**config.mk**
```make
export PLATFORM = sky130hd
export DESIGN_NAME = flash_protect_reset_irq_ctrl
export DESIGN_NICKNAME = d
export VERILOG_FILES = /design/src/flash_ctrl_pkg.sv /design/src/prot_check_if.sv /design/src/flash_prot_check.sv /design/src/flash_protect_reset_irq_ctrl.sv
export SDC_FILE = /design/constraint.sdc
export NUM_CORES = 1
export LEC_CHECK = 0
export BUFFER_PORTS_ARGS = -buffer_cell sky130_fd_sc_hd__buf_2
export CORE_MARGIN = 3
export CORE_UTILIZATION = 40
export DETAILED_ROUTE_END_ITERATION = 7
export SYNTH_ARGS = -nofsm -noshare
export SYNTH_HDL_FRONTEND = slang
export SYNTH_SLANG_ARGS = --single-unit
```
**constraint.sdc**
```tcl
create_clock -name clk_sys -period 3.43 [get_ports clk_sys]
set_input_delay 0.5145 -clock clk_sys [delete_from_list [all_inputs] [get_ports clk_sys]]
set_output_delay 0.5145 -clock clk_sys [all_outputs]
set_load 0.02 [all_outputs]
```
**src/flash_ctrl_pkg.sv**
```systemverilog
/*
 * constants for the flash control block: register map, field positions,
 * reset values, command codes, protection range tables.
 * assumes a 16-bit flash address space with the array at the top half.
 */
package flash_ctrl_pkg;
    localparam int ADDR_W = 16;
    localparam int DATA_W = 16;
    localparam int OFS_W = 8;

    localparam logic [OFS_W-1:0] OFS_CONFIG = 8'h00;
    localparam logic [OFS_W-1:0] OFS_PROT = 8'h04;
    localparam logic [OFS_W-1:0] OFS_STATUS = 8'h08;
    localparam logic [OFS_W-1:0] OFS_CMD = 8'h0C;
    localparam logic [OFS_W-1:0] OFS_ADDR = 8'h10;
    localparam logic [OFS_W-1:0] OFS_DATA = 8'h14;
    localparam logic [OFS_W-1:0] OFS_ARRAY_WR = 8'h18;
    localparam logic [OFS_W-1:0] OFS_SEC = 8'h1C;
    localparam logic [OFS_W-1:0] OFS_FACTORY = 8'h20;

    // config register
    localparam int BIT_BUF_EMPTY_IE = 7;
    localparam int BIT_CMD_DONE_IE = 6;
    // status register
    localparam int BIT_BUF_EMPTY = 7;
    localparam int BIT_CMD_DONE = 6;
    localparam int BIT_PROTECT_VIOLATION_FLAG = 5;
    // protection byte
    localparam int BIT_POLARITY = 7;
    localparam int BIT_SPARE = 6;
    localparam int BIT_UP_DIS = 5;
    localparam int BIT_UP_SIZE_HI = 4;
    localparam int BIT_UP_SIZE_LO = 3;
    localparam int BIT_LO_DIS = 2;
    localparam int BIT_LO_SIZE_HI = 1;
    localparam int BIT_LO_SIZE_LO = 0;

    localparam logic [7:0] PROT_RST = 8'hFF;
    localparam logic [7:0] SEC_RST = 8'hFF;
    localparam logic [7:0] CMD_RST = 8'h00;

    localparam logic [ADDR_W-1:0] FLASH_LO = 16'h8000;
    localparam logic [ADDR_W-1:0] PROT_BYTE_ADDR = 16'hFF0D;
    localparam logic [ADDR_W-1:0] SEC_BYTE_ADDR = 16'hFF0F;
    localparam logic [ADDR_W-1:0] SECTOR_MASK = 16'hFE00;

    localparam logic [7:0] CMD_PROGRAM = 8'h20;
    localparam logic [7:0] CMD_SECT_ERASE = 8'h40;
    localparam logic [7:0] CMD_MASS_ERASE = 8'h41;

    // upper range start address and lower range end address by size code
    localparam logic [3:0][ADDR_W-1:0] UP_BASE = {
        16'hC000, 16'hE000, 16'hF000, 16'hF800};
    localparam logic [3:0][ADDR_W-1:0] LO_END = {
        16'h8FFF, 16'h87FF, 16'h83FF, 16'h81FF};

    typedef enum logic [1:0] {
        ST_RESET = 2'b00,
        ST_LOAD_PROT = 2'b01,
        ST_LOAD_SEC = 2'b11,
        ST_RUN = 2'b10
    } seq_state_t;
endpackage : flash_ctrl_pkg

```
**src/prot_check_if.sv**
```systemverilog
/*
 * carrier between the control block and its protection checker.
 * assumes both ends run on the same clock; the check is combinational.
 */
`timescale 1ns/100ps
`default_nettype none
interface prot_check_if;
    logic [7:0] cfg;
    logic [15:0] addr;
    logic mass;
    logic viol;
    modport requester (output cfg, output addr, output mass, input viol);
    modport judge (input cfg, input addr, input mass, output viol);
endinterface : prot_check_if
`default_nettype wire

```
**src/flash_prot_check.sv**
```systemverilog
/*
 * protection checker: decides whether a program or erase at an address
 * would touch a protected area, given the protection byte.
 * assumes the address is already inside the flash array.
 */
`timescale 1ns/100ps
`default_nettype none
module flash_prot_check
    import flash_ctrl_pkg::*;
(
    prot_check_if.judge chk
);
    logic upHit;
    logic loHit;
    logic rangeSel;
    logic isProt;

    always_comb begin
        upHit = chk.addr >= UP_BASE[chk.cfg[BIT_UP_SIZE_HI:BIT_UP_SIZE_LO]];
        loHit = chk.addr <= LO_END[chk.cfg[BIT_LO_SIZE_HI:BIT_LO_SIZE_LO]];
        // a range takes part only while its disable bit is clear
        rangeSel = (upHit && !chk.cfg[BIT_UP_DIS])
            || (loHit && !chk.cfg[BIT_LO_DIS]); // RULE16 RULE18
        // polarity swaps selected ranges between protected and unprotected
        isProt = chk.cfg[BIT_POLARITY] ? rangeSel : !rangeSel; // RULE14
        if (chk.mass) begin
            chk.viol = !(chk.cfg[BIT_POLARITY] && chk.cfg[BIT_UP_DIS]
                && chk.cfg[BIT_LO_DIS]); // RULE13
        end else begin
            chk.viol = isProt; // RULE12
        end
    end
endmodule : flash_prot_check
`default_nettype wire

```
**src/flash_protect_reset_irq_ctrl.sv**
```systemverilog
/*
 * flash control: ahb-lite registers, reset byte load, command dispatch.
 * assumes an array engine on clk_sys; specialMode is an async pin.
 */
// The implementer's own choices: register access over AHB-Lite and the address map.
// Behaviour
// (RULE1) address buffer reads zero in normal modes
// (RULE2) sector erase ignores address bits 8..0
// (RULE3) mass erase accepts any array address
// (RULE4) data buffer zero normally, writable special
// (RULE5) factory register ignores user reads, writes
// (RULE6) reset sequence holds cpu, loads bytes
// (RULE7) reset aborts any running flash command
// (RULE8) buffer-empty flag with enable raises interrupt
// (RULE9) commands-complete flag with enable raises interrupt
// (RULE10) protection byte loaded from address FF0D
// (RULE11) software unprotects upper sector before reprogramming
// (RULE12) protected program or erase sets violation
// (RULE13) mass erase needs polarity, both disables set
// (RULE14) polarity bit inverts meaning of disables
// (RULE15) software leaves spare bit six erased
// (RULE16) upper disable bit five gates upper area
// (RULE17) upper size writable only while disabled
// (RULE18) lower disable bit two gates lower area
// (RULE19) lower size writable only while disabled
// (RULE20) writing one to buffer-empty launches command
// (RULE21) complete flag waits for all commands
// (RULE22) interrupt is or of enabled sources
`timescale 1ns/100ps
`default_nettype none
module flash_protect_reset_irq_ctrl
    import flash_ctrl_pkg::*;
(
    input wire logic clk_sys,
    input wire logic rst_n,
    input wire logic hsel,
    input wire logic [31:0] haddr,
    input wire logic [1:0] htrans,
    input wire logic hwrite,
    input wire logic [2:0] hsize,
    input wire logic [31:0] hwdata,
    input wire logic hready,
    output logic [31:0] hrdata,
    output logic hreadyout,
    output logic hresp,
    input wire logic specialMode,
    output logic cpuHold,
    output logic irqReq,
    output logic nvmRdReq,
    output logic [ADDR_W-1:0] nvmRdAddr,
    input wire logic [7:0] nvmRdData,
    input wire logic nvmRdValid,
    output logic nvmCmdStart,
    output logic [7:0] nvmCmdCode,
    output logic [ADDR_W-1:0] nvmCmdAddr,
    output logic [DATA_W-1:0] nvmCmdData,
    output logic nvmCmdAbort,
    input wire logic nvmCmdDone
);
    prot_check_if chk ();

    flash_prot_check u_check (
        .chk(chk.judge)
    );

    seq_state_t state_reg, state_next;
    logic modeSync1_reg, modeSync2_reg;
    logic wrPend_reg, wrPend_next;
    logic [OFS_W-1:0] wrOfs_reg, wrOfs_next;
    logic [31:0] hrdata_reg, hrdata_next;
    logic hreadyout_reg, hreadyout_next;
    logic [7:0] protection_config_reg, protection_config_next;
    logic [7:0] security_config_reg, security_config_next;
    logic buffers_empty_irq_en_reg, buffers_empty_irq_en_next;
    logic cmds_complete_irq_en_reg, cmds_complete_irq_en_next;
    logic buffers_empty_flag_reg, buffers_empty_flag_next;
    logic cmds_complete_flag_reg, cmds_complete_flag_next;
    logic protect_violation_flag_reg, protect_violation_flag_next;
    logic [ADDR_W-1:0] captured_address_reg, captured_address_next;
    logic [DATA_W-1:0] captured_data_reg, captured_data_next;
    logic [7:0] cmdBuf_reg, cmdBuf_next;
    logic bufFull_reg, bufFull_next;
    logic activeBusy_reg, activeBusy_next;
    logic cpuHold_reg, cpuHold_next;
    logic irqReq_reg, irqReq_next;
    logic nvmRdReq_reg, nvmRdReq_next;
    logic [ADDR_W-1:0] nvmRdAddr_reg, nvmRdAddr_next;
    logic nvmCmdStart_reg, nvmCmdStart_next;
    logic [7:0] nvmCmdCode_reg, nvmCmdCode_next;
    logic [ADDR_W-1:0] nvmCmdAddr_reg, nvmCmdAddr_next;
    logic [DATA_W-1:0] nvmCmdData_reg, nvmCmdData_next;
    logic nvmCmdAbort_reg, nvmCmdAbort_next;

    logic addrPhase;
    logic wrDone;
    logic running;
    logic launch;
    logic dispatch;
    logic [ADDR_W-1:0] wrArrayAddr;

    assign addrPhase = hsel && htrans[1] && hready;
    assign running = state_reg == ST_RUN;
    assign wrDone = wrPend_reg && running;
    assign wrArrayAddr = hwdata[31:16];
    assign launch = wrDone && wrOfs_reg == OFS_STATUS
        && hwdata[BIT_BUF_EMPTY] && buffers_empty_flag_reg; // RULE20
    assign dispatch = running && bufFull_reg && !activeBusy_reg;

    // checker sees the buffered command, sector address trimmed
    assign chk.cfg = protection_config_reg;
    assign chk.mass = cmdBuf_reg == CMD_MASS_ERASE;
    assign chk.addr = (cmdBuf_reg == CMD_SECT_ERASE)
        ? (captured_address_reg & SECTOR_MASK) // RULE2
        : captured_address_reg;

    always_comb begin
        state_next = state_reg;
        wrPend_next = 1'b0;
        wrOfs_next = wrOfs_reg;
        hrdata_next = hrdata_reg;
        hreadyout_next = 1'b1;
        protection_config_next = protection_config_reg;
        security_config_next = security_config_reg;
        buffers_empty_irq_en_next = buffers_empty_irq_en_reg;
        cmds_complete_irq_en_next = cmds_complete_irq_en_reg;
        buffers_empty_flag_next = buffers_empty_flag_reg;
        cmds_complete_flag_next = cmds_complete_flag_reg;
        protect_violation_flag_next = protect_violation_flag_reg;
        captured_address_next = captured_address_reg;
        captured_data_next = captured_data_reg;
        cmdBuf_next = cmdBuf_reg;
        bufFull_next = bufFull_reg;
        activeBusy_next = activeBusy_reg;
        nvmRdReq_next = 1'b0;
        nvmRdAddr_next = nvmRdAddr_reg;
        nvmCmdStart_next = 1'b0;
        nvmCmdCode_next = nvmCmdCode_reg;
        nvmCmdAddr_next = nvmCmdAddr_reg;
        nvmCmdData_next = nvmCmdData_reg;
        nvmCmdAbort_next = nvmCmdAbort_reg;
        unique case (state_reg)
            ST_RESET: begin
                nvmRdReq_next = 1'b1;
                nvmRdAddr_next = PROT_BYTE_ADDR; // RULE10
                state_next = ST_LOAD_PROT;
            end
            ST_LOAD_PROT: begin
                if (nvmRdValid) begin
                    protection_config_next = nvmRdData; // RULE10
                    nvmRdReq_next = 1'b1;
                    nvmRdAddr_next = SEC_BYTE_ADDR;
                    state_next = ST_LOAD_SEC;
                end
            end
            ST_LOAD_SEC: begin
                if (nvmRdValid) begin
                    security_config_next = nvmRdData; // RULE6
                    nvmCmdAbort_next = 1'b0;
                    state_next = ST_RUN;
                end
            end
            ST_RUN: begin end
        endcase
        cpuHold_next = state_next != ST_RUN; // RULE6
        // reads wait one cycle for registered data
        if (addrPhase) begin
            wrOfs_next = haddr[OFS_W-1:0];
            if (hwrite) begin
                wrPend_next = 1'b1;
            end else begin
                hreadyout_next = 1'b0;
            end
        end
        if (!hreadyout_reg) begin
            unique case (wrOfs_reg)
                OFS_CONFIG: hrdata_next = {24'h000000, buffers_empty_irq_en_reg,
                    cmds_complete_irq_en_reg, 6'h00};
                OFS_PROT: hrdata_next = {24'h000000, protection_config_reg};
                OFS_STATUS: hrdata_next = {24'h000000, buffers_empty_flag_reg,
                    cmds_complete_flag_reg, protect_violation_flag_reg, 5'h00};
                OFS_CMD: hrdata_next = {24'h000000, cmdBuf_reg};
                OFS_ADDR: hrdata_next = modeSync2_reg
                    ? {16'h0000, captured_address_reg} : '0; // RULE1
                OFS_DATA: hrdata_next = modeSync2_reg
                    ? {16'h0000, captured_data_reg} : '0; // RULE4
                OFS_SEC: hrdata_next = {24'h000000, security_config_reg};
                OFS_FACTORY: hrdata_next = '0; // RULE5
                default: hrdata_next = '0;
            endcase
        end
        if (wrDone) begin
            unique case (wrOfs_reg)
                OFS_CONFIG: begin
                    buffers_empty_irq_en_next = hwdata[BIT_BUF_EMPTY_IE];
                    cmds_complete_irq_en_next = hwdata[BIT_CMD_DONE_IE];
                end
                OFS_PROT: begin
                    protection_config_next[BIT_POLARITY] = hwdata[BIT_POLARITY];
                    protection_config_next[BIT_SPARE] = hwdata[BIT_SPARE];
                    protection_config_next[BIT_UP_DIS] = hwdata[BIT_UP_DIS];
                    protection_config_next[BIT_LO_DIS] = hwdata[BIT_LO_DIS];
                    if (protection_config_reg[BIT_UP_DIS]) begin
                        protection_config_next[BIT_UP_SIZE_HI:BIT_UP_SIZE_LO]
                            = hwdata[BIT_UP_SIZE_HI:BIT_UP_SIZE_LO]; // RULE17
                    end
                    if (protection_config_reg[BIT_LO_DIS]) begin
                        protection_config_next[BIT_LO_SIZE_HI:BIT_LO_SIZE_LO]
                            = hwdata[BIT_LO_SIZE_HI:BIT_LO_SIZE_LO]; // RULE19
                    end
                end
                OFS_STATUS: begin
                    if (hwdata[BIT_PROTECT_VIOLATION_FLAG]) begin
                        protect_violation_flag_next = 1'b0;
                    end
                end
                OFS_CMD: cmdBuf_next = hwdata[7:0];
                OFS_ADDR: begin
                    if (modeSync2_reg) begin
                        captured_address_next = hwdata[ADDR_W-1:0]; // RULE1
                    end
                end
                OFS_DATA: begin
                    if (modeSync2_reg && captured_address_reg >= FLASH_LO)
                    begin
                        captured_data_next = hwdata[DATA_W-1:0]; // RULE4
                    end
                end
                OFS_ARRAY_WR: begin
                    if (wrArrayAddr >= FLASH_LO) begin // RULE3
                        captured_address_next = wrArrayAddr;
                        captured_data_next = hwdata[DATA_W-1:0];
                    end
                end
                default: begin end // RULE5
            endcase
        end
        if (launch) begin
            bufFull_next = 1'b1;
            buffers_empty_flag_next = 1'b0; // RULE20
        end
        if (activeBusy_reg && nvmCmdDone) begin
            activeBusy_next = 1'b0;
        end
        if (dispatch) begin
            bufFull_next = 1'b0;
            buffers_empty_flag_next = 1'b1; // RULE20
            if (chk.viol) begin
                protect_violation_flag_next = 1'b1; // RULE12 RULE13
            end else begin
                activeBusy_next = 1'b1;
                nvmCmdStart_next = 1'b1;
                nvmCmdCode_next = cmdBuf_reg;
                nvmCmdAddr_next = chk.addr;
                nvmCmdData_next = captured_data_reg;
            end
        end
        if (launch) begin
            cmds_complete_flag_next = 1'b0; // RULE20
        end else if (running && !bufFull_next && !activeBusy_next) begin
            cmds_complete_flag_next = 1'b1; // RULE21
        end
        // cpu applies its global mask to this request
        irqReq_next = (buffers_empty_flag_next && buffers_empty_irq_en_next)
            || (cmds_complete_flag_next
            && cmds_complete_irq_en_next); // RULE8 RULE9 RULE22
    end

    always_ff @(posedge clk_sys) begin
        modeSync1_reg <= specialMode;
        modeSync2_reg <= modeSync1_reg;
        if (!rst_n) begin
            state_reg <= ST_RESET; // RULE6
            wrPend_reg <= 1'b0;
            wrOfs_reg <= '0;
            hrdata_reg <= 32'h00000000;
            hreadyout_reg <= 1'b1;
            protection_config_reg <= PROT_RST;
            security_config_reg <= SEC_RST;
            buffers_empty_irq_en_reg <= 1'b0;
            cmds_complete_irq_en_reg <= 1'b0;
            buffers_empty_flag_reg <= 1'b1;
            cmds_complete_flag_reg <= 1'b1;
            protect_violation_flag_reg <= 1'b0;
            captured_address_reg <= '0;
            captured_data_reg <= '0;
            cmdBuf_reg <= CMD_RST;
            bufFull_reg <= 1'b0;
            activeBusy_reg <= 1'b0;
            cpuHold_reg <= 1'b1;
            irqReq_reg <= 1'b0;
            nvmRdReq_reg <= 1'b0;
            nvmRdAddr_reg <= '0;
            nvmCmdStart_reg <= 1'b0;
            nvmCmdCode_reg <= CMD_RST;
            nvmCmdAddr_reg <= '0;
            nvmCmdData_reg <= '0;
            nvmCmdAbort_reg <= 1'b1; // RULE7
        end else begin
            state_reg <= state_next;
            wrPend_reg <= wrPend_next;
            wrOfs_reg <= wrOfs_next;
            hrdata_reg <= hrdata_next;
            hreadyout_reg <= hreadyout_next;
            protection_config_reg <= protection_config_next;
            security_config_reg <= security_config_next;
            buffers_empty_irq_en_reg <= buffers_empty_irq_en_next;
            cmds_complete_irq_en_reg <= cmds_complete_irq_en_next;
            buffers_empty_flag_reg <= buffers_empty_flag_next;
            cmds_complete_flag_reg <= cmds_complete_flag_next;
            protect_violation_flag_reg <= protect_violation_flag_next;
            captured_address_reg <= captured_address_next;
            captured_data_reg <= captured_data_next;
            cmdBuf_reg <= cmdBuf_next;
            bufFull_reg <= bufFull_next;
            activeBusy_reg <= activeBusy_next;
            cpuHold_reg <= cpuHold_next;
            irqReq_reg <= irqReq_next;
            nvmRdReq_reg <= nvmRdReq_next;
            nvmRdAddr_reg <= nvmRdAddr_next;
            nvmCmdStart_reg <= nvmCmdStart_next;
            nvmCmdCode_reg <= nvmCmdCode_next;
            nvmCmdAddr_reg <= nvmCmdAddr_next;
            nvmCmdData_reg <= nvmCmdData_next;
            nvmCmdAbort_reg <= nvmCmdAbort_next;
        end
    end

    assign hrdata = hrdata_reg;
    assign hreadyout = hreadyout_reg;
    assign hresp = 1'b0;
    assign cpuHold = cpuHold_reg;
    assign irqReq = irqReq_reg;
    assign nvmRdReq = nvmRdReq_reg;
    assign nvmRdAddr = nvmRdAddr_reg;
    assign nvmCmdStart = nvmCmdStart_reg;
    assign nvmCmdCode = nvmCmdCode_reg;
    assign nvmCmdAddr = nvmCmdAddr_reg;
    assign nvmCmdData = nvmCmdData_reg;
    assign nvmCmdAbort = nvmCmdAbort_reg;
endmodule : flash_protect_reset_irq_ctrl
`default_nettype wire

```
Word level (Yosys, flattened, before mapping). Index checks and enable logic that the tools add are counted. Widths: inputs -> output; s select.

Eq/ne operators: 17. Add/subtract/negate cells: 0. Shifts and indexed selects: 0. Reduce and logical (&&, ||, !) cells: 40. Magnitude comparators: 6. Bitwise logic cells: 1. Div/mod/pow operators: 0. Muxes and demuxes: 49. Multiply operators: 0.

Operators by type and width (number): $mux 16 (9); $pmux 16 s7 (1); $pmux 16 s2 (3); $bmux 16 s2 (2); $eq 8x5->1 const B (4); $ge 16x16->1 const B (2); $mux 8 (4); $mux 1 (23); $logic_and 1x1->1 (18); $eq 8x4->1 const B (2); $eq 8x7->1 const B (2); $ge 16x16->1 (1); $le 16x16->1 (1); $reduce_and 2->1 (6); $ne 2x2->1 const B (5); $mux 9 (1); $eq 8x3->1 const B (1); $logic_not 8->1 (1); $mux 2 (4); $reduce_and 4->1 (2); $logic_not 1->1 (7); $lt 2x3->1 const B (2); $pmux 2 s3 (1); $reduce_bool 2->1 (3); 6 further kinds (8).

Output and inout bits: 95. Memories: 0. RAM bits: 0. Latch bits: 0. Bits of input ports: 85. Register bits: 170. Memory bits (read-only): 0.

Depth between registers and ports, before layout. Gate-level depths: netlist of run 1.

Depth after elaboration: 16. Depth in mapped cells: 10. Depth with buffers taken out: 8.

Hierarchy. From an unflattened synthesis of run 1, not the netlist that was laid out.

Cells, all modules: 774. Area, all modules: 6456.2 um^2.

Modules (own cells, without submodules): flash_protect_reset_irq_ctrl (instances 1, cells an instance 735, area each 6149.6 um^2); flash_prot_check (instances 1, cells an instance 39, area each 306.5 um^2).

Least setup slack after synthesis of run 1. No wires, ideal clock.

Path type: register to register. Start: reg protection_config_reg[1] (netlist: chk.cfg[1]). End: reg activeBusy_reg. Clock period less this slack: 2502 ps. Data required time: 3315 ps. Stages on the path, launching flop included: 11. Path slack: 928 ps. Data arrival time: 2388 ps. Library setup time: 115 ps. Cells stage by stage: dfxtp_1 -> inv_1 -> ha_1 -> nand4b_1 -> or3_1 -> or4_1 -> o211ai_2 -> mux2_1 -> buf_6 -> buf_6 -> o21a_1.

Word-level cells in the longest chain between the ends: 10.

Ends and longest elaborated chain: start, declared (RTL line flash_protect_reset_irq_ctrl.sv:72) `logic [7:0] protection_config_reg, protection_config_next;`; start signal, assigned (RTL line flash_protect_reset_irq_ctrl.sv:304) `protection_config_reg <= protection_config_next;`; $bmux 16 s2 (*) (RTL line flash_prot_check.sv:20) `loHit = chk.addr <= LO_END[chk.cfg[BIT_LO_SIZE_HI:BIT_LO_SIZE_LO]];`; $mux 16 (not written as such) (*) (RTL line flash_prot_check.sv:20); $le 16x16->1 (*) (RTL line flash_prot_check.sv:20); $logic_and 1x1->1 (*) (RTL line flash_prot_check.sv:23) `|| (loHit && !chk.cfg[BIT_LO_DIS]);`; $logic_or 1x1->1 (*) (RTL line flash_prot_check.sv:23); $logic_not 1->1 (RTL line flash_prot_check.sv:25) `isProt = chk.cfg[BIT_POLARITY] ? rangeSel : !rangeSel;`; $mux 1 (*) (RTL line flash_prot_check.sv:25); $mux 1 (*) (RTL line flash_prot_check.sv:26) `if (chk.mass) begin`; $mux 1 (*) (RTL line flash_protect_reset_irq_ctrl.sv:247) `if (chk.viol) begin`; $mux 1 (*) (RTL line flash_protect_reset_irq_ctrl.sv:244) `if (dispatch) begin`; end signal, assigned (RTL line flash_protect_reset_irq_ctrl.sv:315) `activeBusy_reg <= activeBusy_next;`; end, declared (RTL line flash_protect_reset_irq_ctrl.sv:83) `logic activeBusy_reg, activeBusy_next;`.

Every way passes the cells marked *; elsewhere a longest branch is shown, timed or not. The select of a mux whose other input is x is not followed. A chain may end at the register's enable or synchronous reset.

Worst setup path in the final report of run 1.
Start: reg protection_config_reg[1] (netlist: chk.cfg[1]). End: reg nvmCmdCode_reg[5] (netlist: nvmCmdCode[5]).

Word-level cells in the longest chain between the ends: 10.

Ends and longest elaborated chain: $bmux 16 s2 (*) (RTL line flash_prot_check.sv:20); $mux 16 (not written as such) (*) (RTL line flash_prot_check.sv:20); $le 16x16->1 (*) (RTL line flash_prot_check.sv:20); $logic_and 1x1->1 (*) (RTL line flash_prot_check.sv:23); $logic_or 1x1->1 (*) (RTL line flash_prot_check.sv:23); $logic_not 1->1 (RTL line flash_prot_check.sv:25); $mux 1 (*) (RTL line flash_prot_check.sv:25); $mux 1 (*) (RTL line flash_prot_check.sv:26); $not 1->1 (no source line) (*); $reduce_and 2->1 (no source line) (*); end signal, assigned (RTL line flash_protect_reset_irq_ctrl.sv:321) `nvmCmdCode_reg <= nvmCmdCode_next;`; end, declared (RTL line flash_protect_reset_irq_ctrl.sv:89) `logic [7:0] nvmCmdCode_reg, nvmCmdCode_next;`.

Marks and branches as above.

==> results by group, run 1 <==
Power
  • PwrDens: 495 nW/um2
  • Worst VDD drop: 337 uV
  • Leakage: 3.41 nW

Drt
  • ANT nets after route: 0
  • 1st-iter DRT viols: 336
  • Wire length on met1: 8.32 mm
  • Wirelength per Cell: 16.2 um
  • Drt pass-1 iters: 5
  • Met3 WL: 1.12 mm
  • Top Layer Used: met4
  • Overall routed net length: 17.2 mm
  • Via count: 5302
  • Drt via density: 5.00
  • Metal2 WL: 7.36 mm
  • DR DRC count: 0

Worst setup path
  • CP max FO: 15
  • Crit end category: register
  • Startpoint Class: register
  • Worst Path Arrival: 3.19 ns
  • CP Data Required Time: 3.78 ns
  • Setup CP Type: reg2reg
  • R2r worst-path depth: 9

Timing
  • Fin crit share: 0.828
  • Min cycle time layout: 2.84 ns
  • Final hold violations: 0
  • Final Worst Setup Slack: 0.590 ns
  • Rel. slew slack: 0.527
  • Layout Skew: 0.00698 ns
  • Pins Over Slew Limit: 0
  • RSZ-0062 raised after global routing: no
  • Fmax: 352 MHz
  • Finish-stage setup viols: 0
  • Measured slew at the worst slew-check pin: 0.708 ns
  • Fin Setup TNS: 0 ns

CTS
  • H-tree depth reported by CTS: 4
  • Hold_buf cts: 0
  • CTS tree: yes
  • Reg clk slew, reported paths: 0.06 ns
  • Root Driver: clkbuf_16
  • CTS buffer count: 17
  • Clock Latency Late Sink: 0.42 ns
  • Longest Clk Path Bufs: 2
  • CTS resizes: 0
  • Clock sinks: 140
  • Post-CTS Setup Inserts: 0

Floorplanning
  • Die W: 134 um
  • Num rows: 46
  • Num ports: 180
  • Core area: 15900 um2
  • Die height: 134 um
  • Initial Utilization: 0.410
  • Full die area: 17900 um2

Global routing
  • Total Routing Usage GR: 0.191
  • First-pass GRT wire length: 27.3 mm
  • Largest net degree at the start of global routing: 67
  • Vias in the first global route: 4978
  • Initial antenna violation count: 0
  • Residual overflow from global routing: 0

Yosys
  • Post-Synthesis Cells: 729
  • Mapped Avg Cell Area: 8.96 um2
  • Synth unique cells: 54
  • Top FF cell, synth: dfxtp_1
  • Post-synthesis sequential area ratio: 0.429
  • Ys async rst share: 0
  • EDFF count, synth: 0
  • Flops & latches, synth: 140
  • Post-Syn Area: 6530 um2
  • Yosys synthesis warning count: 0

Outcome
  • Status: completed

Run
  • Max Cap Viol: 0

Layout
  • # diodes: 0
  • Final #Nets: 922
  • Share of layout cells above drive strength 1: 0.225
  • Commonest cells after routing, fill and taps aside: nand2_1 (190), dfxtp_1 (140), buf_2 (129)
  • Final instance area: 7790 um2
  • Area Overhead vs Synth: 19.2%
  • Core Util, Final: 0.488
  • Most common cell after layout, fill and taps aside: nand2_1

Min path
  • Hold Path Stages: 1
  • Hold Crit Class: in2reg

Placement
  • HPWL Detailed: 12.4 mm
  • Final GP Congestion: 0.901
  • Post-place setup slack: 0.601 ns
  • Buffers on Ports: 130
  • Placed Instance Area: 7160 um2
==> logic make-up (layout without fill, tap and decap cells) <==
| family | count (synthesis) | count (layout) | share of synthesized area |
|---|---|---|---|
| simple gates | 297 | 297 | 0.212 |
| mux | 94 | 94 | 0.148 |
| flops | 140 | 140 | 0.429 |
| other cells | 1 | 21 | 0.000574 |
| buf+inv | 83 | 178 | 0.0757 |
| fa+ha+maj | 6 | 6 | 0.0115 |
| compound gates | 108 | 108 | 0.124 |
==> metrics by stage <==
stage	cells	power (mW)	hold WS, ns
final	1060	3.86	0.192
after CTS	1060	3.91	0.172
after floorplan	749	1.89	0.310
after detailed placement	1028	1.94	0.353
after global routing	1060	3.99	0.177
after global placement	1028	1.94	0.362
==> cell usage after synthesis, drive strengths merged, types with 2 or more instances <==
cell / n / area, um2
nand2: 190 / 713
nand2b: 3 / 18.8
o21ai: 16 / 80.1
a222oi: 5 / 50.1
nor4b: 3 / 41.3
a21o: 6 / 45.0
and3b: 2 / 17.5
or4: 4 / 30.0
nor3: 7 / 51.3
nor2b: 21 / 131
clkbuf: 31 / 116
and3: 4 / 25.0
a21oi: 16 / 91.3
inv: 5 / 18.8
o211ai: 5 / 42.5
nand3: 22 / 115
mux2i: 84 / 841
a21boi: 19 / 143
nand3b: 2 / 15.0
mux2: 9 / 101
nor2: 13 / 48.8
nor4: 4 / 31.3
ha: 6 / 75.1
and2: 12 / 75.1
nand4: 3 / 18.8
a22o: 8 / 70.1
o211a: 16 / 160
buf: 47 / 359
or3: 4 / 25.0
a22oi: 11 / 82.6
dfxtp: 140 / 2800
==> worst paths after layout <==
kind | from | endpoint | slack (ns)
worst max-delay path | chk.cfg[1] | nvmCmdCode[5] | 0.59
worst min-delay path | specialMode | modeSync1_reg | 0.19
worst max register to register | chk.cfg[1] | nvmCmdCode[5] | 0.59
worst min register to register | modeSync1_reg | modeSync2_reg | 0.37
==> cell type report <==
type | count | area [um2]
Fill cell | 1590 | 8160
Inverter | 5 | 18.8
Tap cell | 216 | 270
Multi-Input combinational cell | 526 | 3320
Timing Repair Buffer | 141 | 748
Clock buffer | 22 | 464
Clock inverter | 10 | 164
Sequential cell | 140 | 2800
==> worst max-delay path: stages, from the launching register on <==
cell and delay [ns]:
dfxtp_1 0.37, inv_1 0.07, ha_1 0.30, nand4b_1 0.09
or3_1 0.33, or4_1 0.41, o211ai_2 0.11, mux2_2 0.57
buf_4 0.31, mux2i_1 0.20
==> power breakdown <==
| group | switching, mW | internal, mW |
|---|---|---|
| clock network | 0.692 | 1.25 |
| logic | 0.158 | 0.0834 |
| registers | 0.0234 | 1.65 |
==> metal layers <==
layer | vias up | track usage
met5 | - | 0
met4 | 0 | 0.0634
met2 | 171 | 0.273
li1 | 2663 | -
met3 | 19 | 0.0499
met1 | 2449 | 0.280
Note: power is estimated with default switching activity, not from simulation.
==> inputs of run 2 (changes only) <==
==> constraint.sdc (replaced) <==
create_clock -name clk_sys -period 2.95 [get_ports clk_sys]
set_input_delay 0.4425 -clock clk_sys [delete_from_list [all_inputs] [get_ports clk_sys]]
set_output_delay 0.4425 -clock clk_sys [all_outputs]
set_load 0.02 [all_outputs]
==> run 2 against run 1 <==
Core utilization up 0.49 points. Clock power up 17%. Die area unchanged. Clock skew up 0.0029 ns. Sequential power up 16%. Total power up 17%. Largest cell class unchanged. First-iteration DRC count up 18%. Largest power group unchanged. Via count up 1.6%. Wire length up 1.7%. Final cell count up 0.75%. Sequential share of layout area down 0.36 points. Sequential cell count unchanged.
==> results by group, run 2 (same netlist as run 1, synthesis figures left out) <==
Power
  • Leakage: 3.46 nW (+1.5%)
  • PwrDens: 573 nW/um2 (+16%)
  • Worst VDD drop: 432 uV (+28%)

Timing
  • Finish-stage setup viols: 0 (unchanged)
  • Rel. slew slack: 0.479 (-0.0479)
  • Final hold violations: 0 (unchanged)
  • Min cycle time layout: 2.71 ns (-0.135 ns)
  • Fmax: 370 MHz (+5.0%)
  • Measured slew at the worst slew-check pin: 0.761 ns (+0.0536 ns)
  • Fin Setup TNS: 0 ns (unchanged)
  • Pins Over Slew Limit: 0 (unchanged)
  • RSZ-0062 raised after global routing: no
  • Layout Skew: 0.00989 ns (+0.00291 ns)
  • Fin crit share: 0.917 (+0.0891)

Floorplanning
  • Core area: 15900 um2 (unchanged)
  • Die W: 134 um (unchanged)
  • Num rows: 46 (unchanged)
  • Die height: 134 um (unchanged)
  • Full die area: 17900 um2 (unchanged)
  • Initial Utilization: 0.410 (unchanged)
  • Num ports: 180 (unchanged)

Global routing
  • Largest net degree at the start of global routing: 71 (+6.0%)
  • First-pass GRT wire length: 27.4 mm (+0.30%)
  • Initial antenna violation count: 0 (unchanged)
  • Vias in the first global route: 4980 (+0.040%)
  • Residual overflow from global routing: 0 (unchanged)
  • Total Routing Usage GR: 0.193 (+0.00211)

CTS
  • CTS tree: yes
  • Clock sinks: 140 (unchanged)
  • Longest Clk Path Bufs: 2 (unchanged)
  • Reg clk slew, reported paths: 0.06 ns (about the same)
  • CTS resizes: 0 (unchanged)
  • Hold_buf cts: 0 (unchanged)
  • H-tree depth reported by CTS: 4 (unchanged)
  • Root Driver: clkbuf_16
  • Post-CTS Setup Inserts: 0 (unchanged)
  • Clock Latency Late Sink: 0.42 ns (about the same)
  • CTS buffer count: 17 (unchanged)

Drt
  • Drt pass-1 iters: 6 (+1)
  • Drt via density: 5.04 (+0.80%)
  • Via count: 5385 (+1.6%)
  • Wirelength per Cell: 16.3 um (+0.99%)
  • 1st-iter DRT viols: 395 (+18%)
  • Overall routed net length: 17.5 mm (+1.7%)
  • DR DRC count: 0 (unchanged)
  • ANT nets after route: 0 (unchanged)

Worst setup path
  • Startpoint Class: register
  • Stages on worst setup path: 7 (-2)
  • Crit end category: register
  • Flop-to-flop setup slack: 0.24 ns (-0.35 ns)
  • CP max FO: 7 (-8)
  • CP max stage delay: 0.76 ns (+0.19 ns)
  • CP cell instances: or4_1, a2111oi_0, nand2_1, nor4_1, buf_4, a21oi_1, nor2b_1
  • Worst Path Arrival: 3.06 ns (-0.13 ns)
  • Crit path from: wrOfs_reg[6]
  • R2R Path Start: wrOfs_reg[6]
  • CP Data Required Time: 3.31 ns (-0.47 ns)
  • Setup CP Type: reg2reg
  • CP max stage cell: a2111oi_0
  • Reg2reg end: hrdata[11]
  • Critical Path Sink: hrdata[11]
  • CP delay by family, top: simple AND/OR/NAND/NOR gates
  • R2r worst-path depth: 7 (-2)
  • Buffer and inverter count on the worst path: 1 (-1)

Placement
  • Buffers on Ports: 130 (unchanged)
  • Final GP Congestion: 0.896 (-0.55%)
  • DP Cell Count: 1036 (+0.78%)
  • HPWL Detailed: 12.7 mm (+2.5%)

Run
  • Max Cap Viol: 0 (unchanged)

Layout
  • Most common cell after layout, fill and taps aside: nand2_1
  • Fillcell total: 1570 (-1.3%)
  • Share of layout cells above drive strength 1: 0.236 (+0.0108)
  • Final #Nets: 930 (+0.87%)
  • Area Overhead vs Synth: 20.4%
  • Commonest cells after routing, fill and taps aside: nand2_1 (190), dfxtp_1 (140), buf_2 (129)
  • Core Util, Final: 0.493 (+0.00495)
  • # diodes: 0 (unchanged)
  • Footprint of the multi-input gates: 3320 um2 (unchanged)
  • FF+latch area: 2800 um2 (unchanged)
  • Finished Layout Cells: 1068 (+0.75%)

Min path
  • Hold Crit Class: in2reg

Outcome
  • Status: completed
[run 2: cell count changes in the layout (fill, tap and decap cells not counted)]
cell and change:
clkinv_4 +3, clkbuf_8 -1, clkbuf_1 -3, clkinv_2 +1
buf_4 +7, buf_12 +1
[run 2: worst min-delay path by stage]
stage                        startpoint            end  slack [ns]  depth (start not counted)
after floorplan           modeSync1_reg  modeSync2_reg        0.31                          0
after global placement    modeSync1_reg  modeSync2_reg        0.33                          0
after detailed placement  modeSync1_reg  modeSync2_reg        0.33                          0
after CTS                   specialMode  modeSync1_reg        0.12                          1
after global routing        specialMode  modeSync1_reg        0.12                          1
final                       specialMode  modeSync1_reg        0.13                          1
[run 2: per-layer routing]
| layer | up-vias | part of all wire | global-route usage |
|---|---|---|---|
| met4 | 0 | 0.019 | 0.0674 |
| met2 | 180 | 0.44 | 0.281 |
| li1 | 2681 | - | - |
| met5 | - | 0 | 0 |
| met1 | 2501 | 0.49 | 0.287 |
| met3 | 23 | 0.059 | 0.0349 |
[run 2: where the power goes]
group / switching (mW) / internal, mW
registers: 0.0267 / 1.91
logic: 0.186 / 0.0993
clock network: 0.843 / 1.44
total: 1.06 / 3.45
[run 2: cell type report]
cell class / instances / area share
clock buffers: 18 / 0.0558
clock inverters: 14 / 0.0248
inverters: 5 / 0.00239
multi-input cells: 526 / 0.422
flip-flops and latches: 140 / 0.356
well taps: 216 / 0.0344
repair buffers: 149 / 0.104
[run 2: through the flow]
stage | cell area [um2] | hold slack (ns) | worst slack [ns] | power, mW
after CTS | 7870 | 0.120 | 0.282 | 4.54
after global routing | 7870 | 0.123 | 0.136 | 4.66
after global placement | 7230 | 0.325 | 0.313 | 2.26
after floorplan | 6610 | 0.310 | 0.448 | 2.20
after detailed placement | 7230 | 0.334 | 0.298 | 2.26
final | 7870 | 0.134 | 0.245 | 4.50
==> inputs of run 3 (changes only) <==
--- a/config.mk
+++ b/config.mk
@@ -9,6 +9,7 @@
 export CORE_MARGIN = 3
 export CORE_UTILIZATION = 40
 export DETAILED_ROUTE_END_ITERATION = 7
+export REMOVE_ABC_BUFFERS = 1
 export SYNTH_ARGS = -nofsm -noshare
 export SYNTH_HDL_FRONTEND = slang
 export SYNTH_SLANG_ARGS = --single-unit
==> constraint.sdc (replaced) <==
create_clock -name clk_sys -period 2.95 [get_ports clk_sys]
set_input_delay 0.4425 -clock clk_sys [delete_from_list [all_inputs] [get_ports clk_sys]]
set_output_delay 0.4425 -clock clk_sys [all_outputs]
set_load 0.01 [all_outputs]
==> run 3 against run 2 <==
Die area unchanged. Clock power decreased by 18%. First-iteration DRC count decreased by 4.3%. Final area decreased by 1.7%. Sequential power about the same. Total power decreased by 9.4%. Largest cell class unchanged. Wire length decreased by 0.47%. Global-route usage increased by 0.49 points. Hold slack got worse by 0.0028 ns.
==> results by group, run 3 (same netlist as run 1, synthesis figures left out) <==
Drt
  • Overall routed net length: 17.4 mm (-0.47%)
  • Drt via density: 5.09 (+0.90%)
  • ANT nets after route: 0 (unchanged)
  • Via count: 5398 (+0.24%)
  • 1st-iter DRT viols: 378 (-4.3%)
  • Drt pass-1 iters: 7 (+1)
  • DR DRC count: 0 (unchanged)
  • Wirelength per Cell: 16.4 um (+0.19%)

Global routing
  • Residual overflow from global routing: 0 (unchanged)
  • First-pass GRT wire length: 27.8 mm (+1.7%)
  • Initial antenna violation count: 0 (unchanged)
  • Total Routing Usage GR: 0.198 (+0.00494)
  • Largest net degree at the start of global routing: 136 (+92%)
  • Vias in the first global route: 5198 (+4.4%)

Timing
  • Fin crit share: 0.901 (-0.0159)
  • Rel. slew slack: 0.527 (+0.0480)
  • Final hold violations: 0 (unchanged)
  • Final Worst Setup Slack: 0.292 ns (+0.0470 ns)
  • Fmax: 376 MHz (+1.8%)
  • Hold slack: 0.131 ns (-0.00283 ns)
  • Pins Over Slew Limit: 0 (unchanged)
  • Measured slew at the worst slew-check pin: 0.708 ns (-0.0537 ns)
  • Fin Setup TNS: 0 ns (unchanged)
  • Min cycle time layout: 2.66 ns (-0.0470 ns)
  • RSZ-0062 raised after global routing: no
  • Layout Skew: 0.00629 ns (-0.00360 ns)
  • Finish-stage setup viols: 0 (unchanged)

Power
  • PwrDens: 528 nW/um2 (-7.9%)
  • Total power: 4.08 mW (-9.4%)
  • Leakage: 3.41 nW (-1.5%)
  • Worst VDD drop: 418 uV (-3.4%)

Min path
  • Hold Crit Class: in2reg
  • Min-Delay Startpoint: specialMode

Outcome
  • Status: completed

Floorplanning
  • Die height: 134 um (unchanged)
  • Core area: 15900 um2 (unchanged)
  • Die W: 134 um (unchanged)
  • Initial Utilization: 0.410 (unchanged)
  • Full die area: 17900 um2 (unchanged)
  • Num rows: 46 (unchanged)
  • Num ports: 180 (unchanged)

CTS
  • CTS buffer count: 17 (unchanged)
  • Reg clk slew, reported paths: 0.06 ns (about the same)
  • Root Driver: clkbuf_16
  • Hold_buf cts: 0 (unchanged)
  • H-tree depth reported by CTS: 4 (unchanged)
  • Longest Clk Path Bufs: 2 (unchanged)
  • CTS resizes: 0 (unchanged)
  • Clock Latency Late Sink: 0.42 ns (about the same)
  • Post-CTS Setup Inserts: 0 (unchanged)
  • Clock sinks: 140 (unchanged)
  • CTS tree: yes

Worst setup path
  • Worst Path Arrival: 2.99 ns (-0.07 ns)
  • R2R Path Start: chk.cfg[1]
  • CP max FO: 16 (+9)
  • Crit path from: chk.cfg[1]
  • CP Data Required Time: 3.28 ns (-0.03 ns)
  • Setup CP Type: reg2reg
  • Flop-to-flop setup slack: 0.29 ns (+0.05 ns)
  • Crit end category: register
  • Startpoint Class: register

Placement
  • DP Cell Count: 1034 (-0.19%)
  • HPWL Detailed: 12.3 mm (-3.2%)
  • Final GP Congestion: 0.883 (-1.5%)
  • Post-place setup slack: 0.309 ns (+0.0115 ns)
  • Buffers on Ports: 130 (unchanged)
  • Placed Instance Area: 7230 um2 (about the same)

Layout
  • Finished Layout Cells: 1061 (-0.66%)
  • FF+latch area: 2800 um2 (unchanged)
  • Area Overhead vs Synth: 18.4%
  • Core Util, Final: 0.485 (-0.00816)
  • Share of layout cells above drive strength 1: 0.226 (-0.00988)
  • Most common cell after layout, fill and taps aside: nand2_1
  • Commonest cells after routing, fill and taps aside: nand2_1 (190), dfxtp_1 (140), buf_2 (129)
  • # diodes: 0 (unchanged)
  • Fillcell total: 1595 (+1.6%)
  • Footprint of the multi-input gates: 3320 um2 (unchanged)
  • Final instance area: 7740 um2 (-1.7%)
  • Final #Nets: 928 (-0.22%)

Run
  • Max Cap Viol: 0 (unchanged)
==> run 3: changes by cell type in the layout (fill, tap and decap cells not counted), sizes merged <==
cell / previous run / this run
buf: 149 / 147
clkbuf: 18 / 24
clkinv: 6 / 3
clkinvlp: 4 / 0
bufinv: 4 / 0
==> run 3: worst paths after layout <==
path | end | cells after the start
worst max-delay path | irqReq | 9
worst min-delay path | modeSync1_reg | 1
worst max register to register | irqReq | 9
worst min register to register | modeSync2_reg | 0
==> run 3: metal layers <==
| layer | vias up | global-route usage | share of wire |
|---|---|---|---|
| li1 | 2675 | - | - |
| met1 | 2531 | 0.274 | 0.48 |
| met2 | 172 | 0.303 | 0.44 |
| met3 | 20 | 0.0518 | 0.060 |
| met4 | 0 | 0.0657 | 0.016 |
| met5 | - | 0 | 0 |
==> run 3: power by group <==
group	internal, mW	switching (mW)
Sequential	1.91	0.0277
Clock	1.13	0.749
Combinational	0.0997	0.158
Total	3.15	0.934
==> run 3: area by class of cell <==
class                           instances  area share
Multi-Input combinational cell        526       0.429
Sequential cell                       140       0.362
Timing Repair Buffer                  147       0.106
Clock buffer                           24      0.0636
Tap cell                              216      0.0349
Inverter                                5     0.00243
Clock inverter                          3     0.00194
==> run 3: worst max-delay path: stages, from the launching register on <==
cell	delay [ns]
dfxtp_1	0.36
inv_1	0.07
ha_1	0.29
nand4b_1	0.09
or3_1	0.34
or4_1	0.42
o211ai_2	0.11
mux2_2	0.40
buf_4	0.24
o211ai_1	0.24
